==> config.mk <==
export PLATFORM = sky130hd
export DESIGN_NAME = frame_exposure_timing_ctrl_flat
export DESIGN_NICKNAME = d
export VERILOG_FILES = /design/src/rtl/fetc_pkg.sv /design/src/rtl/fetc_link_if.sv /design/src/rtl/frame_exposure_timing_ctrl.sv /design/src/rtl/tick_divider.sv /design/src/flat_wrapper.sv
export SDC_FILE = /design/constraint.sdc
export NUM_CORES = 1
export LEC_CHECK = 0
export ABC_AREA = 1
export BUFFER_PORTS_ARGS = -buffer_cell sky130_fd_sc_hd__buf_2
export CORE_MARGIN = 5
export CORE_UTILIZATION = 35
export DETAILED_ROUTE_END_ITERATION = 10
export GPL_TIMING_DRIVEN = 0
export REMOVE_ABC_BUFFERS = 1
export SETUP_SLACK_MARGIN = 0.4
export SLEW_MARGIN = 15
export SYNTH_ARGS = -nofsm -noshare
export SYNTH_HDL_FRONTEND = slang
export SYNTH_HIERARCHICAL = 1
export SYNTH_SLANG_ARGS = --single-unit
==> constraint.sdc <==
create_clock -name CLK_SYS -period 20.5 [get_ports CLK_SYS]
set_input_delay 4.1 -clock CLK_SYS [delete_from_list [all_inputs] [get_ports CLK_SYS]]
set_output_delay 4.1 -clock CLK_SYS [all_outputs]
set_load 0.1 [all_outputs]
==> src/rtl/fetc_pkg.sv <==
package fetc_pkg;

    // =========================================================
    // sensor register offsets
    localparam logic [6:0] REG_MODE     = 7'h09;
    localparam logic [6:0] REG_TICK     = 7'h0a;
    localparam logic [6:0] REG_NFRM     = 7'h0c;
    localparam logic [6:0] REG_FRAME    = 7'h0d;
    localparam logic [6:0] REG_DUAL     = 7'h0f;
    localparam logic [6:0] REG_EXPL     = 7'h10;
    localparam logic [6:0] REG_EXPS     = 7'h12;
    localparam logic [6:0] REG_ROWLEN   = 7'h16;
    localparam logic [6:0] REG_PAIR     = 7'h76;
    localparam logic [6:0] REG_WINROWS  = 7'h7a;
    localparam logic [6:0] REG_PIPEDUM  = 7'h7b;
    localparam logic [6:0] REG_GRAN     = 7'h7c;
    localparam logic [6:0] REG_REQ      = 7'h7d;

    // =========================================================
    // reset values
    localparam logic [2:0]  MODE_RST    = 3'h0;
    localparam logic [13:0] TICK_RST    = 14'h0045;
    localparam logic [7:0]  NFRM_RST    = 8'h01;
    localparam logic [15:0] FRAME_RST   = 16'hc350;
    localparam logic [15:0] EXPL_RST    = 16'h2710;
    localparam logic [15:0] EXPS_RST    = 16'h2710;
    localparam logic [13:0] ROWLEN_RST  = 14'h0172;
    localparam logic [12:0] WINROWS_RST = 13'h1774;
    localparam logic [7:0]  GRAN_RST    = 8'h45;
    localparam logic [3:0]  PIPEDUM_RST = 4'h5;

    // =========================================================
    // control modes
    localparam logic [2:0] MODE_FULL_EXT   = 3'h0;
    localparam logic [2:0] MODE_PROG_EXT   = 3'h1;
    localparam logic [2:0] MODE_TRIG_INT   = 3'h2;
    localparam logic [2:0] MODE_STREAM_INT = 3'h3;

    // =========================================================
    // timing
    localparam int FIXED_DUMMY_ROWS = 5;
    localparam int GLOB_FACTOR      = 150;
    localparam int ADC_PER_PIX      = 12;
    localparam int CLK_MHZ          = 100;
    localparam int MIN_EXP_US       = 100;
    localparam logic [29:0] MIN_EXP_CYC = 30'(MIN_EXP_US * CLK_MHZ);

    // =========================================================
    // host wishbone offsets
    localparam logic [3:0] WB_CMD   = 4'h0;
    localparam logic [3:0] WB_RDSEL = 4'h4;
    localparam logic [3:0] WB_TRIG  = 4'h8;
    localparam logic [3:0] WB_STAT  = 4'hc;

    typedef enum logic [1:0] {
        PH_IDLE = 2'b00,
        PH_GLOB = 2'b01,
        PH_READ = 2'b10
    } phase_t;

    // short-group column mask for columns 0..3 of each group of four
    function automatic logic [3:0] short_mask(input logic dual, input logic pair);
        if (!dual) begin
            return 4'h0;
        end
        return pair ? 4'h3 : 4'h5;
    endfunction : short_mask

    // shutter-close length in system clock cycles
    function automatic logic [15:0] glob_cycles(input logic [7:0] gran);
        return 16'(GLOB_FACTOR * ADC_PER_PIX * int'(gran) / ADC_PER_PIX);
    endfunction : glob_cycles

endpackage : fetc_pkg

==> src/rtl/fetc_link_if.sv <==
`timescale 1ns/1ps
interface fetc_link_if;
    logic [6:0]  cfg_addr;
    logic [15:0] cfg_wdata;
    logic        cfg_we;
    logic [15:0] cfg_rdata;
    logic        exp_req;

    modport sensor_mp (input cfg_addr, input cfg_wdata, input cfg_we, input exp_req,
                       output cfg_rdata);
    modport ctrl_mp   (output cfg_addr, output cfg_wdata, output cfg_we, output exp_req,
                       input cfg_rdata);
endinterface : fetc_link_if

==> src/rtl/frame_exposure_timing_ctrl.sv <==
// The Wishbone register port was left to the implementer.
`timescale 1ns/1ps
module frame_exposure_timing_ctrl
    import fetc_pkg::*;
#(
    parameter int DUMMY_W = 4
) (
    input  wire logic       CLK_SYS,
    input  wire logic       RSTN,
    fetc_link_if.sensor_mp  LINK,
    output      logic       EXPOSE_L,
    output      logic       EXPOSE_S,
    output      logic       SHUTTER_CLOSE,
    output      logic       READOUT,
    output      logic       LINE_VALID,
    output      logic       FRAME_START,
    output      logic [3:0] SHORT_COLS,
    output      logic [7:0] SEQ_REMAINING
);
    if (DUMMY_W < 1 || DUMMY_W > 8) begin : g_chk
        $error("frame_exposure_timing_ctrl: DUMMY_W out of range");
    end

    typedef struct packed {
        logic [2:0]         mode;
        logic [13:0]        tick_len;
        logic [7:0]         nframes;
        logic [15:0]        frame_ticks;
        logic               dual;
        logic [15:0]        exp_l;
        logic [15:0]        exp_s;
        logic               pairing;
        logic [13:0]        row_len;
        logic [12:0]        win_rows;
        logic [DUMMY_W-1:0] dummies;
        logic [7:0]         gran;
        logic               req_reg;
        logic               req_q;
        logic [7:0]         rem;
        logic               frame_run;
        logic [15:0]        frame_cnt;
        logic               l_on;
        logic               s_on;
        logic [15:0]        cnt_l;
        logic [15:0]        cnt_s;
        phase_t             phase;
        logic [15:0]        glob_cnt;
        logic [15:0]        row_cnt;
        logic               pipe;
        logic               go;
        logic               line_valid;
        logic [3:0]         short_cols;
        logic [15:0]        rdata;
    } dev_state_t;

    localparam dev_state_t DEV_RST = '{
        mode: MODE_RST, tick_len: TICK_RST, nframes: NFRM_RST, frame_ticks: FRAME_RST,
        exp_l: EXPL_RST, exp_s: EXPS_RST, row_len: ROWLEN_RST, win_rows: WINROWS_RST,
        dummies: DUMMY_W'(PIPEDUM_RST), gran: GRAN_RST, phase: PH_IDLE, default: '0};

    dev_state_t s_q;
    dev_state_t s_d;
    logic       tick;
    logic       row_tick;
    logic       row_restart;

    // =========================================================
    // tick and row dividers
    tick_divider #(.W(14)) u_tick (
        .clk_sys (CLK_SYS),
        .rstn    (RSTN),
        .restart (s_d.go),
        .len     (s_q.tick_len),
        .pulse   (tick)
    );

    tick_divider #(.W(14)) u_row (
        .clk_sys (CLK_SYS),
        .rstn    (RSTN),
        .restart (row_restart),
        .len     (s_q.row_len),
        .pulse   (row_tick)
    );

    // =========================================================
    // next state
    logic        req_now;
    logic        rise;
    logic        fall;
    logic        ext0;
    logic        period_end;
    logic [7:0]  rem_sum;
    logic        start_s;
    logic        l_keep;
    logic        s_keep;
    logic        glob_start;
    logic [15:0] total_rows;

    always_comb begin
        s_d          = s_q;
        s_d.go       = 1'b0;
        s_d.line_valid = 1'b0;
        row_restart  = 1'b0;
        req_now      = LINK.exp_req | s_q.req_reg;
        rise         = req_now & ~s_q.req_q;
        fall         = ~req_now & s_q.req_q;
        s_d.req_q    = req_now;
        ext0         = (s_q.mode == MODE_FULL_EXT);
        rem_sum      = s_q.rem;
        period_end   = s_q.frame_run && tick && (s_q.frame_cnt + 16'h1 >= s_q.frame_ticks);

        // sensor register writes
        if (LINK.cfg_we) begin
            case (LINK.cfg_addr)
                REG_MODE:    s_d.mode        = LINK.cfg_wdata[2:0];
                REG_TICK:    s_d.tick_len    = LINK.cfg_wdata[13:0];
                REG_NFRM:    s_d.nframes     = LINK.cfg_wdata[7:0];
                REG_FRAME:   s_d.frame_ticks = LINK.cfg_wdata;
                REG_DUAL:    s_d.dual        = LINK.cfg_wdata[0];
                REG_EXPL:    s_d.exp_l       = LINK.cfg_wdata;
                REG_EXPS:    s_d.exp_s       = LINK.cfg_wdata;
                REG_ROWLEN:  s_d.row_len     = LINK.cfg_wdata[13:0];
                REG_PAIR:    s_d.pairing     = LINK.cfg_wdata[0];
                REG_WINROWS: s_d.win_rows    = LINK.cfg_wdata[12:0];
                REG_PIPEDUM: s_d.dummies     = LINK.cfg_wdata[DUMMY_W-1:0];
                REG_GRAN:    s_d.gran        = LINK.cfg_wdata[7:0];
                REG_REQ:     s_d.req_reg     = LINK.cfg_wdata[0];
                default: ;
            endcase
        end

        // frame start per mode
        case (s_q.mode)
            MODE_FULL_EXT, MODE_PROG_EXT: begin
                s_d.go = rise;
            end
            MODE_TRIG_INT: begin
                rem_sum = s_q.rem + (rise ? s_q.nframes : 8'h00);
                s_d.go  = (rem_sum != 8'h00) && (!s_q.frame_run || period_end);
            end
            MODE_STREAM_INT: begin
                s_d.go = !s_q.frame_run || period_end;
            end
            default: begin
                s_d.go = 1'b0;
            end
        endcase
        s_d.rem = (s_q.mode == MODE_TRIG_INT) ? rem_sum - 8'(s_d.go) : s_q.rem;

        // frame period counter for internal modes
        if (s_d.go) begin
            s_d.frame_cnt = 16'h0;
            s_d.frame_run = (s_q.mode == MODE_TRIG_INT) || (s_q.mode == MODE_STREAM_INT);
        end else if (period_end) begin
            s_d.frame_run = 1'b0;
        end else if (s_q.frame_run && tick) begin
            s_d.frame_cnt = s_q.frame_cnt + 16'h1;
        end

        // exposure countdown in ticks
        l_keep = s_q.l_on && !(ext0 && rise);
        s_keep = s_q.s_on && !(ext0 && rise);
        if (!ext0 && s_q.l_on && tick) begin
            l_keep    = (s_q.cnt_l > 16'h1);
            s_d.cnt_l = s_q.cnt_l - 16'h1;
        end
        if (!ext0 && s_q.s_on && tick) begin
            s_keep    = (s_q.cnt_s > 16'h1);
            s_d.cnt_s = s_q.cnt_s - 16'h1;
        end
        glob_start = (s_q.l_on || s_q.s_on) && !(l_keep || s_keep);
        s_d.l_on   = l_keep;
        s_d.s_on   = s_keep;
        start_s    = ext0 ? (s_q.dual ? fall : rise) : s_d.go;
        if (s_d.go) begin
            s_d.l_on  = 1'b1;
            s_d.cnt_l = s_q.exp_l;
        end
        if (start_s) begin
            s_d.s_on  = 1'b1;
            s_d.cnt_s = s_q.dual ? s_q.exp_s : s_q.exp_l;
        end

        // shutter close and readout; short frames are not flagged
        total_rows = 16'(FIXED_DUMMY_ROWS) + 16'(s_q.win_rows)
                   + (s_q.pipe ? 16'(s_q.dummies) << 1 : 16'h0);
        case (s_q.phase)
            PH_GLOB: begin
                if (s_q.glob_cnt <= 16'h1) begin
                    s_d.phase   = PH_READ;
                    s_d.row_cnt = 16'h0;
                    s_d.pipe    = 1'b0;
                    row_restart = 1'b1;
                end else begin
                    s_d.glob_cnt = s_q.glob_cnt - 16'h1;
                end
            end
            PH_READ: begin
                if (s_d.go) begin
                    s_d.pipe = 1'b1;
                end
                if (row_tick) begin
                    s_d.row_cnt    = s_q.row_cnt + 16'h1;
                    s_d.line_valid = (s_d.row_cnt >= 16'(FIXED_DUMMY_ROWS))
                                  && (s_d.row_cnt < 16'(FIXED_DUMMY_ROWS) + 16'(s_q.win_rows));
                    if (s_q.row_cnt + 16'h1 >= total_rows) begin
                        s_d.phase = PH_IDLE;
                    end
                end
            end
            default: begin
                s_d.phase = PH_IDLE;
            end
        endcase
        if (glob_start) begin
            s_d.phase    = PH_GLOB;
            s_d.glob_cnt = glob_cycles(s_q.gran);
        end

        s_d.short_cols = short_mask(s_q.dual, s_q.pairing);

        // read back
        case (LINK.cfg_addr)
            REG_MODE:    s_d.rdata = {13'h0, s_q.mode};
            REG_TICK:    s_d.rdata = {2'h0, s_q.tick_len};
            REG_NFRM:    s_d.rdata = {8'h0, s_q.nframes};
            REG_FRAME:   s_d.rdata = s_q.frame_ticks;
            REG_DUAL:    s_d.rdata = {15'h0, s_q.dual};
            REG_EXPL:    s_d.rdata = s_q.exp_l;
            REG_EXPS:    s_d.rdata = s_q.exp_s;
            REG_ROWLEN:  s_d.rdata = {2'h0, s_q.row_len};
            REG_PAIR:    s_d.rdata = {15'h0, s_q.pairing};
            REG_WINROWS: s_d.rdata = {3'h0, s_q.win_rows};
            REG_PIPEDUM: s_d.rdata = 16'(s_q.dummies);
            REG_GRAN:    s_d.rdata = {8'h0, s_q.gran};
            REG_REQ:     s_d.rdata = {7'h0, s_q.rem, s_q.req_reg};
            default:     s_d.rdata = 16'h0;
        endcase
    end

    always_ff @(posedge CLK_SYS or negedge RSTN) begin
        if (!RSTN) begin
            s_q <= DEV_RST;
        end else begin
            s_q <= s_d;
        end
    end

    // =========================================================
    // outputs
    assign LINK.cfg_rdata  = s_q.rdata;
    assign EXPOSE_L        = s_q.l_on;
    assign EXPOSE_S        = s_q.s_on;
    assign SHUTTER_CLOSE   = (s_q.phase == PH_GLOB);
    assign READOUT         = (s_q.phase == PH_READ);
    assign LINE_VALID      = s_q.line_valid;
    assign FRAME_START     = s_q.go;
    assign SHORT_COLS      = s_q.short_cols;
    assign SEQ_REMAINING   = s_q.rem;
endmodule : frame_exposure_timing_ctrl

==> src/rtl/tick_divider.sv <==
`timescale 1ns/1ps
module tick_divider #(
    parameter int W = 14
) (
    input  wire logic         clk_sys,
    input  wire logic         rstn,
    input  wire logic         restart,
    input  wire logic [W-1:0] len,
    output      logic         pulse
);
    typedef struct packed {
        logic [W-1:0] cnt;
    } div_state_t;

    div_state_t s_q;
    div_state_t s_d;
    logic       wrap;

    if (W < 2 || W > 16) begin : g_chk
        $error("tick_divider: W out of range");
    end

    // pulse marks the last cycle of each period, so users react on the period edge
    always_comb begin
        s_d  = s_q;
        wrap = (s_q.cnt + W'(1) >= len);
        if (restart) begin
            s_d.cnt = '0;
        end else if (wrap) begin
            s_d.cnt = '0;
        end else begin
            s_d.cnt = s_q.cnt + W'(1);
        end
    end

    always_ff @(posedge clk_sys or negedge rstn) begin
        if (!rstn) begin
            s_q <= '0;
        end else begin
            s_q <= s_d;
        end
    end

    assign pulse = wrap;
endmodule : tick_divider

==> src/flat_wrapper.sv <==
// flat-port wrapper written by rule: the top's interface ports become plain ports
module frame_exposure_timing_ctrl_flat import fetc_pkg::*;
#(
    parameter int DUMMY_W = 4
)
  (CLK_SYS, RSTN, EXPOSE_L, EXPOSE_S, SHUTTER_CLOSE, READOUT, LINE_VALID, FRAME_START, SHORT_COLS, SEQ_REMAINING, LINK_cfg_addr, LINK_cfg_wdata, LINK_cfg_we, LINK_exp_req, LINK_cfg_rdata);
  fetc_link_if LINK_i ();
  input  wire logic CLK_SYS;
  input  wire logic RSTN;
  output      logic EXPOSE_L;
  output      logic EXPOSE_S;
  output      logic SHUTTER_CLOSE;
  output      logic READOUT;
  output      logic LINE_VALID;
  output      logic FRAME_START;
  output      logic [3:0] SHORT_COLS;
  output      logic [7:0] SEQ_REMAINING;
  input wire logic [$bits(LINK_i.cfg_addr)-1:0] LINK_cfg_addr;
  input wire logic [$bits(LINK_i.cfg_wdata)-1:0] LINK_cfg_wdata;
  input wire logic [$bits(LINK_i.cfg_we)-1:0] LINK_cfg_we;
  input wire logic [$bits(LINK_i.exp_req)-1:0] LINK_exp_req;
  output wire logic [$bits(LINK_i.cfg_rdata)-1:0] LINK_cfg_rdata;
  assign LINK_i.cfg_addr = LINK_cfg_addr;
  assign LINK_i.cfg_wdata = LINK_cfg_wdata;
  assign LINK_i.cfg_we = LINK_cfg_we;
  assign LINK_i.exp_req = LINK_exp_req;
  assign LINK_cfg_rdata = LINK_i.cfg_rdata;
  frame_exposure_timing_ctrl #(.DUMMY_W(DUMMY_W)) u_core (.CLK_SYS(CLK_SYS), .RSTN(RSTN), .LINK(LINK_i), .EXPOSE_L(EXPOSE_L), .EXPOSE_S(EXPOSE_S), .SHUTTER_CLOSE(SHUTTER_CLOSE), .READOUT(READOUT), .LINE_VALID(LINE_VALID), .FRAME_START(FRAME_START), .SHORT_COLS(SHORT_COLS), .SEQ_REMAINING(SEQ_REMAINING));
endmodule
==> results of run 1 <==
## layer usage
layer / global-route usage [%] / vias up / part of all wire (%)
met5: 0 / - / 0
met4: 5.30 / 0 / 2.8
met3: 3.35 / 74 / 6.6
met2: 27.6 / 434 / 45
met1: 24.1 / 7386 / 46
li1: - / 7678 / -
## Yosys cell counts, types with 6 or more instances
master,number,area share [%]
sky130_fd_sc_hd__o21ai_1,8,0.23
sky130_fd_sc_hd__nor2_1,212,4.5
sky130_fd_sc_hd__xor2_1,59,2.9
sky130_fd_sc_hd__nor4_1,9,0.32
sky130_fd_sc_hd__buf_4,28,1.2
sky130_fd_sc_hd__and2_1,9,0.32
sky130_fd_sc_hd__inv_1,383,8.1
sky130_fd_sc_hd__ha_1,138,9.7
sky130_fd_sc_hd__nand3_2,16,0.90
sky130_fd_sc_hd__a21oi_1,68,1.9
sky130_fd_sc_hd__o211ai_1,13,0.55
sky130_fd_sc_hd__dfstp_2,38,5.6
sky130_fd_sc_hd__nand3_1,119,3.3
sky130_fd_sc_hd__a221oi_1,24,1.2
sky130_fd_sc_hd__nand4_1,26,0.91
sky130_fd_sc_hd__o31ai_1,6,0.25
sky130_fd_sc_hd__o21bai_1,7,0.30
sky130_fd_sc_hd__xnor2_1,17,0.84
sky130_fd_sc_hd__clkbuf_1,41,0.87
sky130_fd_sc_hd__o221ai_1,19,0.94
sky130_fd_sc_hd__o21ai_0,200,5.6
sky130_fd_sc_hd__nand2_1,503,11
sky130_fd_sc_hd__fa_1,10,1.1
sky130_fd_sc_hd__dfrtp_1,221,31
sky130_fd_sc_hd__nand2_2,23,0.81
sky130_fd_sc_hd__o2111ai_1,10,0.49
sky130_fd_sc_hd__o22ai_1,23,0.81
sky130_fd_sc_hd__nor3_1,37,1.0
## area by class of cell
| type | count | area, µm² | share of cell area (%) |
|---|---|---|---|
| multi-input cells | 1618 | 9340 | 47.4 |
| flip-flops and latches | 259 | 6530 | 33.1 |
| inverters | 390 | 1460 | 7.43 |
| clock buffers | 54 | 1070 | 5.42 |
| well taps | 672 | 841 | 4.27 |
| repair buffers | 61 | 360 | 1.83 |
| clock inverters | 7 | 95.1 | 0.483 |
| diodes | 2 | 5.00 | 0.0254 |
## power breakdown
| group | internal, W | switching, W | leakage [nW] |
|---|---|---|---|
| combinational | 0.000248 | 0.000550 | 5.65 |
| clock | 0.000382 | 0.000236 | 0.571 |
| sequential | 0.000601 | 0.0000866 | 3.31 |
## flip-flops by register name (all words and copies together) (netlist names)
signal                 count
u_core/s_q               200
u_core/u_tick/s_q         14
u_core/SEQ_REMAINING       8
u_core/LINE_VALID          1
u_core/EXPOSE_S            1
u_core/u_row/s_q          14
u_core/FRAME_START         1
u_core/SHORT_COLS          3
u_core/EXPOSE_L            1
u_core/LINK.cfg_rdata     16
## stage by stage
step / worst slack (ns) / instance area [µm²] / hold WS [ns] / cells / power (W)
CTS: 10.84 / 19700 / 0.487 / 3061 / 0.00212
detailed placement: 10.28 / 18500 / 0.473 / 3000 / 0.00149
finish: 10.72 / 19700 / 0.482 / 3063 / 0.00210
global route: 10.20 / 19700 / 0.511 / 3061 / 0.00227
floorplan: 12.40 / 17300 / 0.448 / 2267 / 0.00128
global placement: 9.75 / 18500 / 0.466 / 2998 / 0.00146
## worst max-delay path, stage by stage
cell	delay [ns]
sky130_fd_sc_hd__buf_2	0.14
sky130_fd_sc_hd__nor2_1	0.08
sky130_fd_sc_hd__nor2_1	0.19
sky130_fd_sc_hd__clkinv_1	0.39
sky130_fd_sc_hd__nor2_1	0.33
sky130_fd_sc_hd__ha_1	0.28
sky130_fd_sc_hd__nand3_1	0.09
sky130_fd_sc_hd__nand2_1	0.08
sky130_fd_sc_hd__a21oi_1	0.13
sky130_fd_sc_hd__o21bai_1	0.11
sky130_fd_sc_hd__nand2_1	0.07
sky130_fd_sc_hd__nand2_1	0.05
sky130_fd_sc_hd__a21oi_1	0.14
sky130_fd_sc_hd__xor2_1	0.25
sky130_fd_sc_hd__nand3_1	0.18
sky130_fd_sc_hd__nand3_1	0.14
sky130_fd_sc_hd__nand2_1	0.70
sky130_fd_sc_hd__o21ai_2	1.07
sky130_fd_sc_hd__inv_1	0.57
sky130_fd_sc_hd__nor2_1	0.46
sky130_fd_sc_hd__inv_1	0.29
sky130_fd_sc_hd__o311ai_0	0.17
sky130_fd_sc_hd__o21ai_0	0.14
## cells by family (layout without fill, tap and decap cells)
group | count (synthesis) | after routing | synth area share [%]
other | 2 | 4 | 0.0422
AND/OR/NAND/NOR | 973 | 973 | 23.6
XOR/XNOR | 76 | 76 | 3.74
buffers and inverters | 470 | 512 | 10.8
multiplexers | 3 | 3 | 0.176
adder cells (fa/ha/maj) | 148 | 148 | 10.8
AO/OA/AOI/OAI | 416 | 416 | 14.1
flip-flops | 259 | 259 | 36.7
## cells in the final DEF (no fill, tap or decap), types with 4 or more instances in the layout
cell type,instances
sky130_fd_sc_hd__nor2_1,211
sky130_fd_sc_hd__o2111ai_1,10
sky130_fd_sc_hd__a21o_1,5
sky130_fd_sc_hd__o221ai_1,19
sky130_fd_sc_hd__nand4_1,26
sky130_fd_sc_hd__a221oi_1,24
sky130_fd_sc_hd__clkbuf_8,12
sky130_fd_sc_hd__inv_2,5
sky130_fd_sc_hd__inv_1,382
sky130_fd_sc_hd__nand2_1,503
sky130_fd_sc_hd__o22ai_1,23
sky130_fd_sc_hd__or2_2,4
sky130_fd_sc_hd__clkbuf_16,35
sky130_fd_sc_hd__o21bai_1,7
sky130_fd_sc_hd__and2_1,9
sky130_fd_sc_hd__nor3_1,37
sky130_fd_sc_hd__dfrtp_1,221
sky130_fd_sc_hd__buf_2,58
sky130_fd_sc_hd__o21ai_1,6
sky130_fd_sc_hd__ha_1,138
sky130_fd_sc_hd__o21ai_2,7
sky130_fd_sc_hd__clkbuf_1,7
sky130_fd_sc_hd__o311ai_0,5
sky130_fd_sc_hd__nor4_1,9
sky130_fd_sc_hd__o211ai_1,13
sky130_fd_sc_hd__o31ai_1,6
sky130_fd_sc_hd__nand2_2,23
sky130_fd_sc_hd__a21oi_1,68
sky130_fd_sc_hd__nor2_2,5
sky130_fd_sc_hd__dfstp_2,38
sky130_fd_sc_hd__xnor2_1,17
sky130_fd_sc_hd__xor2_1,59
sky130_fd_sc_hd__nand3_1,119
sky130_fd_sc_hd__o21ai_0,200
sky130_fd_sc_hd__nand3_2,16
sky130_fd_sc_hd__a31oi_1,5
sky130_fd_sc_hd__fa_1,10
## how the worst max path moves through the flow
stage                                 end  cells after the start  slack (ns)          from
2_1_floorplan  u_core/s_q[61]$_DFFE_PN0P_                     20       12.40  LINK_exp_req
3_3_place_gp   u_core/s_q[61]$_DFFE_PN0P_                     23        9.75  LINK_exp_req
3_5_place_dp   u_core/s_q[61]$_DFFE_PN0P_                     23       10.28  LINK_exp_req
4_1_cts        u_core/s_q[61]$_DFFE_PN0P_                     23       10.84  LINK_exp_req
5_1_grt        u_core/s_q[61]$_DFFE_PN0P_                     23       10.20  LINK_exp_req
6_report       u_core/s_q[61]$_DFFE_PN0P_                     23       10.72  LINK_exp_req
==> run_results.csv, run 1 <==
group,metric,value,unit
layout,layout_cells_sized_above_1,9.42,%
setup_path,wp_data_required,20.89,ns
logic_synthesis,synth_enable_flop_cells,0,
logic_synthesis,postSynthRegisterBits,259,
global_routing,via_count_of_the_first_global_routing_pass,14900,
floorplanning,placementRows,82,
routing,detail_route.vias_per_cell,5.08,
pwr,power.density_cell_area,107,nW/µm²
setup_path,r2r-start,"u_core/s_q[120]$_DFFE_PN1P_",
hold_path,hp-start,"u_core/s_q[176]$_DFFE_PN0P_",
global_routing,grt_antenna_before_repair,2,
hold_path,min_delay_path_depth,2,
clock_network,cts_buf_count,34,
layout,final_nets,2539,
clock_network,cts.clk_slew.worst_paths,0.05,ns
sta,timing.final.crit_share,47.7,%
floorplanning,die_w,235,µm
clock_network,cts_max_path_buffers,3,
global_routing,largest_net_degree_at_the_start_of_global_routing,103,
setup_path,critPathMaxFanout,20,
logic_synthesis,postSynth.asyncResetShare,100,%
pwr,peakVddDrop,90.5,µV
routing,detailed_route_wl,49.3,mm
routing,drt_drc_violations_left,0,
floorplanning,core_area,50200,µm²
logic_synthesis,synth_area,17800,µm²
setup_path,r2r_end,"u_core/s_q[39]$_DFFE_PN0P_",
place,port_buffers,59,
hold_path,worst_hold_path.endpoint,"u_core/s_q[176]$_DFFE_PN0P_",
floorplanning,io_pins,61,
setup_path,setup.reg_to_reg.worst_slack,13.03,ns
logic_synthesis,synthesis.area_per_instance,7.58,µm²
sta,slew_headroom,19.3,%
layout,area_growth_syn_to_layout,10.8,%
clock_network,clk_latency,0.54,ns
logic_synthesis,synth_seq_area_share,36.7,%
layout,final.fill_count,5150,
routing,route.detailed.wl_per_inst,16.1,µm
logic_synthesis,synthesis.instances,2347,
routing,first_pass_iters,6,
logic_synthesis,ys_warn_count,6,
clock_network,cts_root_buf,"sky130_fd_sc_hd__clkbuf_16",
logic_synthesis,synth.lib_cells_used.distinct,60,
floorplanning,die_area,55400,µm²
hold_path,hp-class,"register to register",
clock_network,cts.sinks,259,
routing,vias,15600,
sta,unrepaired_setup_endpoints_after_global_routing,"false",
setup_path,worst_setup_path_end_kind,"register",
sta,clock.fmax,0.102,GHz
sta,tns,0,ns
place,hpwl,36.8,mm
clock_network,buffer_count_from_post_cts_setup_fixing,0,
global_routing,grt.total_usage,17.4,%
setup_path,worst-r2r-cell-count,55,
logic_synthesis,yosys_most_used_dff,"sky130_fd_sc_hd__dfrtp_1",
place,gp_congestion,0.877,
clock_network,cts_tree,"yes",
global_routing,overflow,0,
flow_run,maxCapViolations,0,
clock_network,htreeDepth,2,
clock_network,cts_hold_buffers,0,
sta,maxSlewViolCount,0,
sta,tightest_slew,1.21,ns
sta,min_period,9.78,ns
sta,timing_hold_violations_final,0,
setup_path,timing.setup.critical_path_class,"input pin to register",
sta,clock_skew,0.0209,ns
global_routing,wire_length_of_the_first_global_routing_pass,79.2,mm
setup_path,start_kind,"input pin",
clock_network,post_cts_resized,0,
floorplanning,die_h,235,µm
floorplanning,starting_density,35.4,%
setup_path,worstPathArrival,10.17,ns
layout,finalCoreUtilization,39.3,%
routing,dr.first_iter.drc_count,1435,
status,status,"completed",
routing,antenna_violating_nets_post_route,0,
sta,finalSetupViolations,0,
pwr,power.leakage,9.53,nW
Note: power is estimated with default switching activity, not from simulation.
==> run 2, diff against run 1 <==
ABC_AREA = 0   (was 1)
clock period = 8.5 ns   (was 20.5 ns; I/O delays follow)
==> run 2 against run 1 <==
Effect of this change: critical path depth rose by 11; synthesized cell count fell by 19%; first-iteration DRC count is 4.0% lower; core utilization up 1.1 points; sequential share of layout area fell by 1.7 points.
==> run_results.csv, run 2 <==
group,metric,value,unit
status,status,"completed",
global_routing,via_count_of_the_first_global_routing_pass,14300,
setup_path,cp-startpoint,"u_core/s_q[120]$_DFFE_PN1P_",
sta,timing.final.crit_share,93.1,%
clock_network,cts_hold_buffers,0,
logic_synthesis,synth_area_leader_cell,"sky130_fd_sc_hd__dfrtp_1",
sta,slew_headroom,32.2,%
routing,vias,14600,
clock_network,clk_latency,0.58,ns
clock_network,cts.sinks,259,
sta,clock_skew,0.0253,ns
sta,tns,0,ns
clock_network,htreeDepth,1,
layout,most-common-layout-cells,"sky130_fd_sc_hd__dfrtp_1, sky130_fd_sc_hd__nand2_1, sky130_fd_sc_hd__ha_1",
setup_path,r2r-start,"u_core/s_q[120]$_DFFE_PN1P_",
sta,finalSetupViolations,0,
clock_network,cts_buf_count,30,
setup_path,buffers_plus_inverters_on_the_worst_setup_path,6,
layout,largest_reg_flops,200,
pwr,power.density_cell_area,263,nW/µm²
floorplanning,die_h,239,µm
setup_path,critical-path-top-delay-family,"compound AO/OA/AOI/OAI gates",
sta,postLayoutSetupSlackWorst,0.588,ns
logic_synthesis,synthesis.instances,1894,
setup_path,worstPathArrival,8.39,ns
routing,route.detailed.wl_per_inst,18.4,µm
layout,layout_cells_sized_above_1,22.2,%
global_routing,overflow,0,
floorplanning,starting_density,35.5,%
setup_path,worst-r2r-cell-count,34,
setup_path,r2r_end,"u_core/s_q[39]$_DFFE_PN0P_",
setup_path,worst_setup_path_end_kind,"register",
sta,unrepaired_setup_endpoints_after_global_routing,"false",
logic_synthesis,synth_enable_flop_cells,0,
setup_path,critical_path.max_stage_delay,0.63,ns
layout,mostFrequentLayoutCell,"sky130_fd_sc_hd__dfrtp_1",
sta,timing_hold_violations_final,0,
place,port_buffers,59,
hold_path,hp-class,"register to register",
global_routing,grt.total_usage,16.4,%
setup_path,wp_data_required,8.98,ns
logic_synthesis,yosys_most_used_dff,"sky130_fd_sc_hd__dfrtp_1",
sta,maxSlewViolCount,0,
floorplanning,io_pins,61,
pwr,peakVddDrop,212,µV
logic_synthesis,netlist.area_leader.share,30.2,%
setup_path,start_kind,"register",
routing,antenna_violating_nets_post_route,0,
clock_network,cts_max_path_buffers,3,
setup_path,critPathMaxFanout,10,
place,hpwl,34.8,mm
place,gp_congestion,0.875,
global_routing,largest_net_degree_at_the_start_of_global_routing,98,
global_routing,wire_length_of_the_first_global_routing_pass,77.3,mm
global_routing,grt_antenna_before_repair,3,
logic_synthesis,synth_seq_area_share,35.6,%
layout,area_growth_syn_to_layout,13.6,%
routing,first_pass_iters,6,
sta,tightest_slew,1.01,ns
routing,dr.first_iter.drc_count,1378,
logic_synthesis,synth_area,18300,µm²
sta,min_period,7.91,ns
logic_synthesis,post_synth_most_frequent_cells,"sky130_fd_sc_hd__dfrtp_1, sky130_fd_sc_hd__nand2_1, sky130_fd_sc_hd__nor2_1",
setup_path,cpMostUsedCell,"sky130_fd_sc_hd__inv_1",
logic_synthesis,postSynthRegisterBits,259,
pwr,power.leakage,9.41,nW
logic_synthesis,synth.lib_cells_used.distinct,98,
sta,timing.hold.ws,0.537,ns
setup_path,worst_setup_path_endpoint,"u_core/s_q[39]$_DFFE_PN0P_",
logic_synthesis,postSynth.asyncResetShare,100,%
pwr,total_power,0.00547,W
clock_network,cts.clk_slew.worst_paths,0.06,ns
layout,final_design_area_no_fill,20800,µm²
logic_synthesis,leading_cell_type_by_number_of_instances_after_synthesis,"sky130_fd_sc_hd__dfrtp_1",
layout,final_nets,2108,
floorplanning,placementRows,83,
setup_path,timing.setup.critical_path_class,"register to register",
floorplanning,die_w,239,µm
floorplanning,die_area,57100,µm²
routing,detail_route.vias_per_cell,5.53,
setup_path,setup.reg_to_reg.worst_slack,0.59,ns
floorplanning,core_area,51600,µm²
routing,drt_drc_violations_left,0,
routing,detailed_route_wl,48.4,mm
layout,final.fill_count,5036,
setup_path,cp.depth,34,
flow_run,maxCapViolations,0,
place,placedInstanceArea,19200,µm²
sta,clock.fmax,0.126,GHz
place,placement.setup.worst_slack,-0.809,ns
setup_path,worst_path_max_delay_cell,"sky130_fd_sc_hd__dfstp_4",
logic_synthesis,ys_warn_count,6,
layout,regMostFlops,"u_core/s_q",
logic_synthesis,yosys-top-cells-area,"sky130_fd_sc_hd__dfrtp_1, sky130_fd_sc_hd__ha_1, sky130_fd_sc_hd__mux2_2, sky130_fd_sc_hd__dfstp_2, sky130_fd_sc_hd__xor2_1",
clock_network,cts_root_buf,"sky130_fd_sc_hd__clkbuf_16",
clock_network,cts_tree,"yes",
logic_synthesis,synthesis.area_per_instance,9.68,µm²
## run 2: changes by cell type after synthesis, sizes merged, moves of 47 or more
cell / delta
inv: -276
mux2: +119
mux2i: +47
nand2: -383
nand3: -76
nor2: -76
o21ai: -124
xnor2: +55
## run 2: cell families after synthesis
family                   Yosys count  share of synthesized area, %
AO/OA/AOI/OAI                    372                          14.2
multiplexers                     169                          10.0
buffers and inverters            210                          5.29
XOR/XNOR                         149                          7.34
other                              2                        0.0410
flip-flops                       259                          35.6
AND/OR/NAND/NOR                  584                          16.9
adder cells (fa/ha/maj)          149                          10.6
## run 2: worst reg2reg max path, delay by kind of cell (launching register included)
family / cells / cell delay [ns]
AO/OA/AOI/OAI: 13 / 2.39
adder cells (fa/ha/maj): 5 / 2.08
AND/OR/NAND/NOR: 9 / 1.88
buffers and inverters: 6 / 0.63
flip-flops: 1 / 0.63
multiplexers: 1 / 0.24
## run 2: cell type report
cell class | instances | area [µm²] | area share [%]
Multi-Input combinational cell | 1426 | 11200 | 53.8
Sequential cell | 259 | 6540 | 31.4
Clock buffer | 40 | 860 | 4.13
Tap cell | 680 | 851 | 4.09
Timing Repair Buffer | 105 | 717 | 3.44
Inverter | 111 | 417 | 2.00
Clock inverter | 16 | 220 | 1.06
Antenna cell | 2 | 5.00 | 0.0240
## run 2: metal layers
| metal | part of all wire [%] | GRT usage [%] |
|---|---|---|
| met3 | 6.7 | 3.73 |
| met4 | 2.4 | 3.83 |
| met1 | 46 | 23.2 |
| met5 | 0 | 0 |
| met2 | 45 | 25.5 |
## run 2: how the worst min path moves through the flow
stage	start	to	slack, ns	cells past startpoint
after floorplan	u_core/s_q[157]$_DFFE_PN0P_	u_core/SHORT_COLS[2]$_DFF_PN0_	0.43	1
after detailed placement	u_core/s_q[38]$_DFFE_PN0P_	u_core/s_q[38]$_DFFE_PN0P_	0.51	2
after global placement	u_core/s_q[38]$_DFFE_PN0P_	u_core/s_q[38]$_DFFE_PN0P_	0.49	2
after global routing	u_core/u_row/s_q[0]$_DFF_PN0_	u_core/u_row/s_q[0]$_DFF_PN0_	0.54	1
final	u_core/s_q[150]$_DFFE_PN0P_	u_core/s_q[150]$_DFFE_PN0P_	0.54	1
after CTS	u_core/s_q[38]$_DFFE_PN0P_	u_core/s_q[38]$_DFFE_PN0P_	0.53	2
## run 2: power breakdown
part	switching (W)	leakage [nW]	internal, W
combinational	0.00147	5.53	0.000952
sequential	0.000213	3.36	0.00143
clock	0.000539	0.526	0.000861
## run 2: what timing repair did
item / in CTS / in global routing
gates cloned: 0 / 1
gates resized for setup: 21 / 43
pin swaps: 7 / 15
endpoints found under the setup margin: 2 / 2
endpoints found under the hold margin: 0 / 0
buffers inserted: 12 / 21
## run 2: through the flow
stage          utilization [%]  cells
2_1_floorplan                -   1795
3_3_place_gp              36.7   2534
3_5_place_dp              37.2   2547
4_1_cts                   39.6   2615
5_1_grt                   40.3   2639
6_report                  40.3   2639
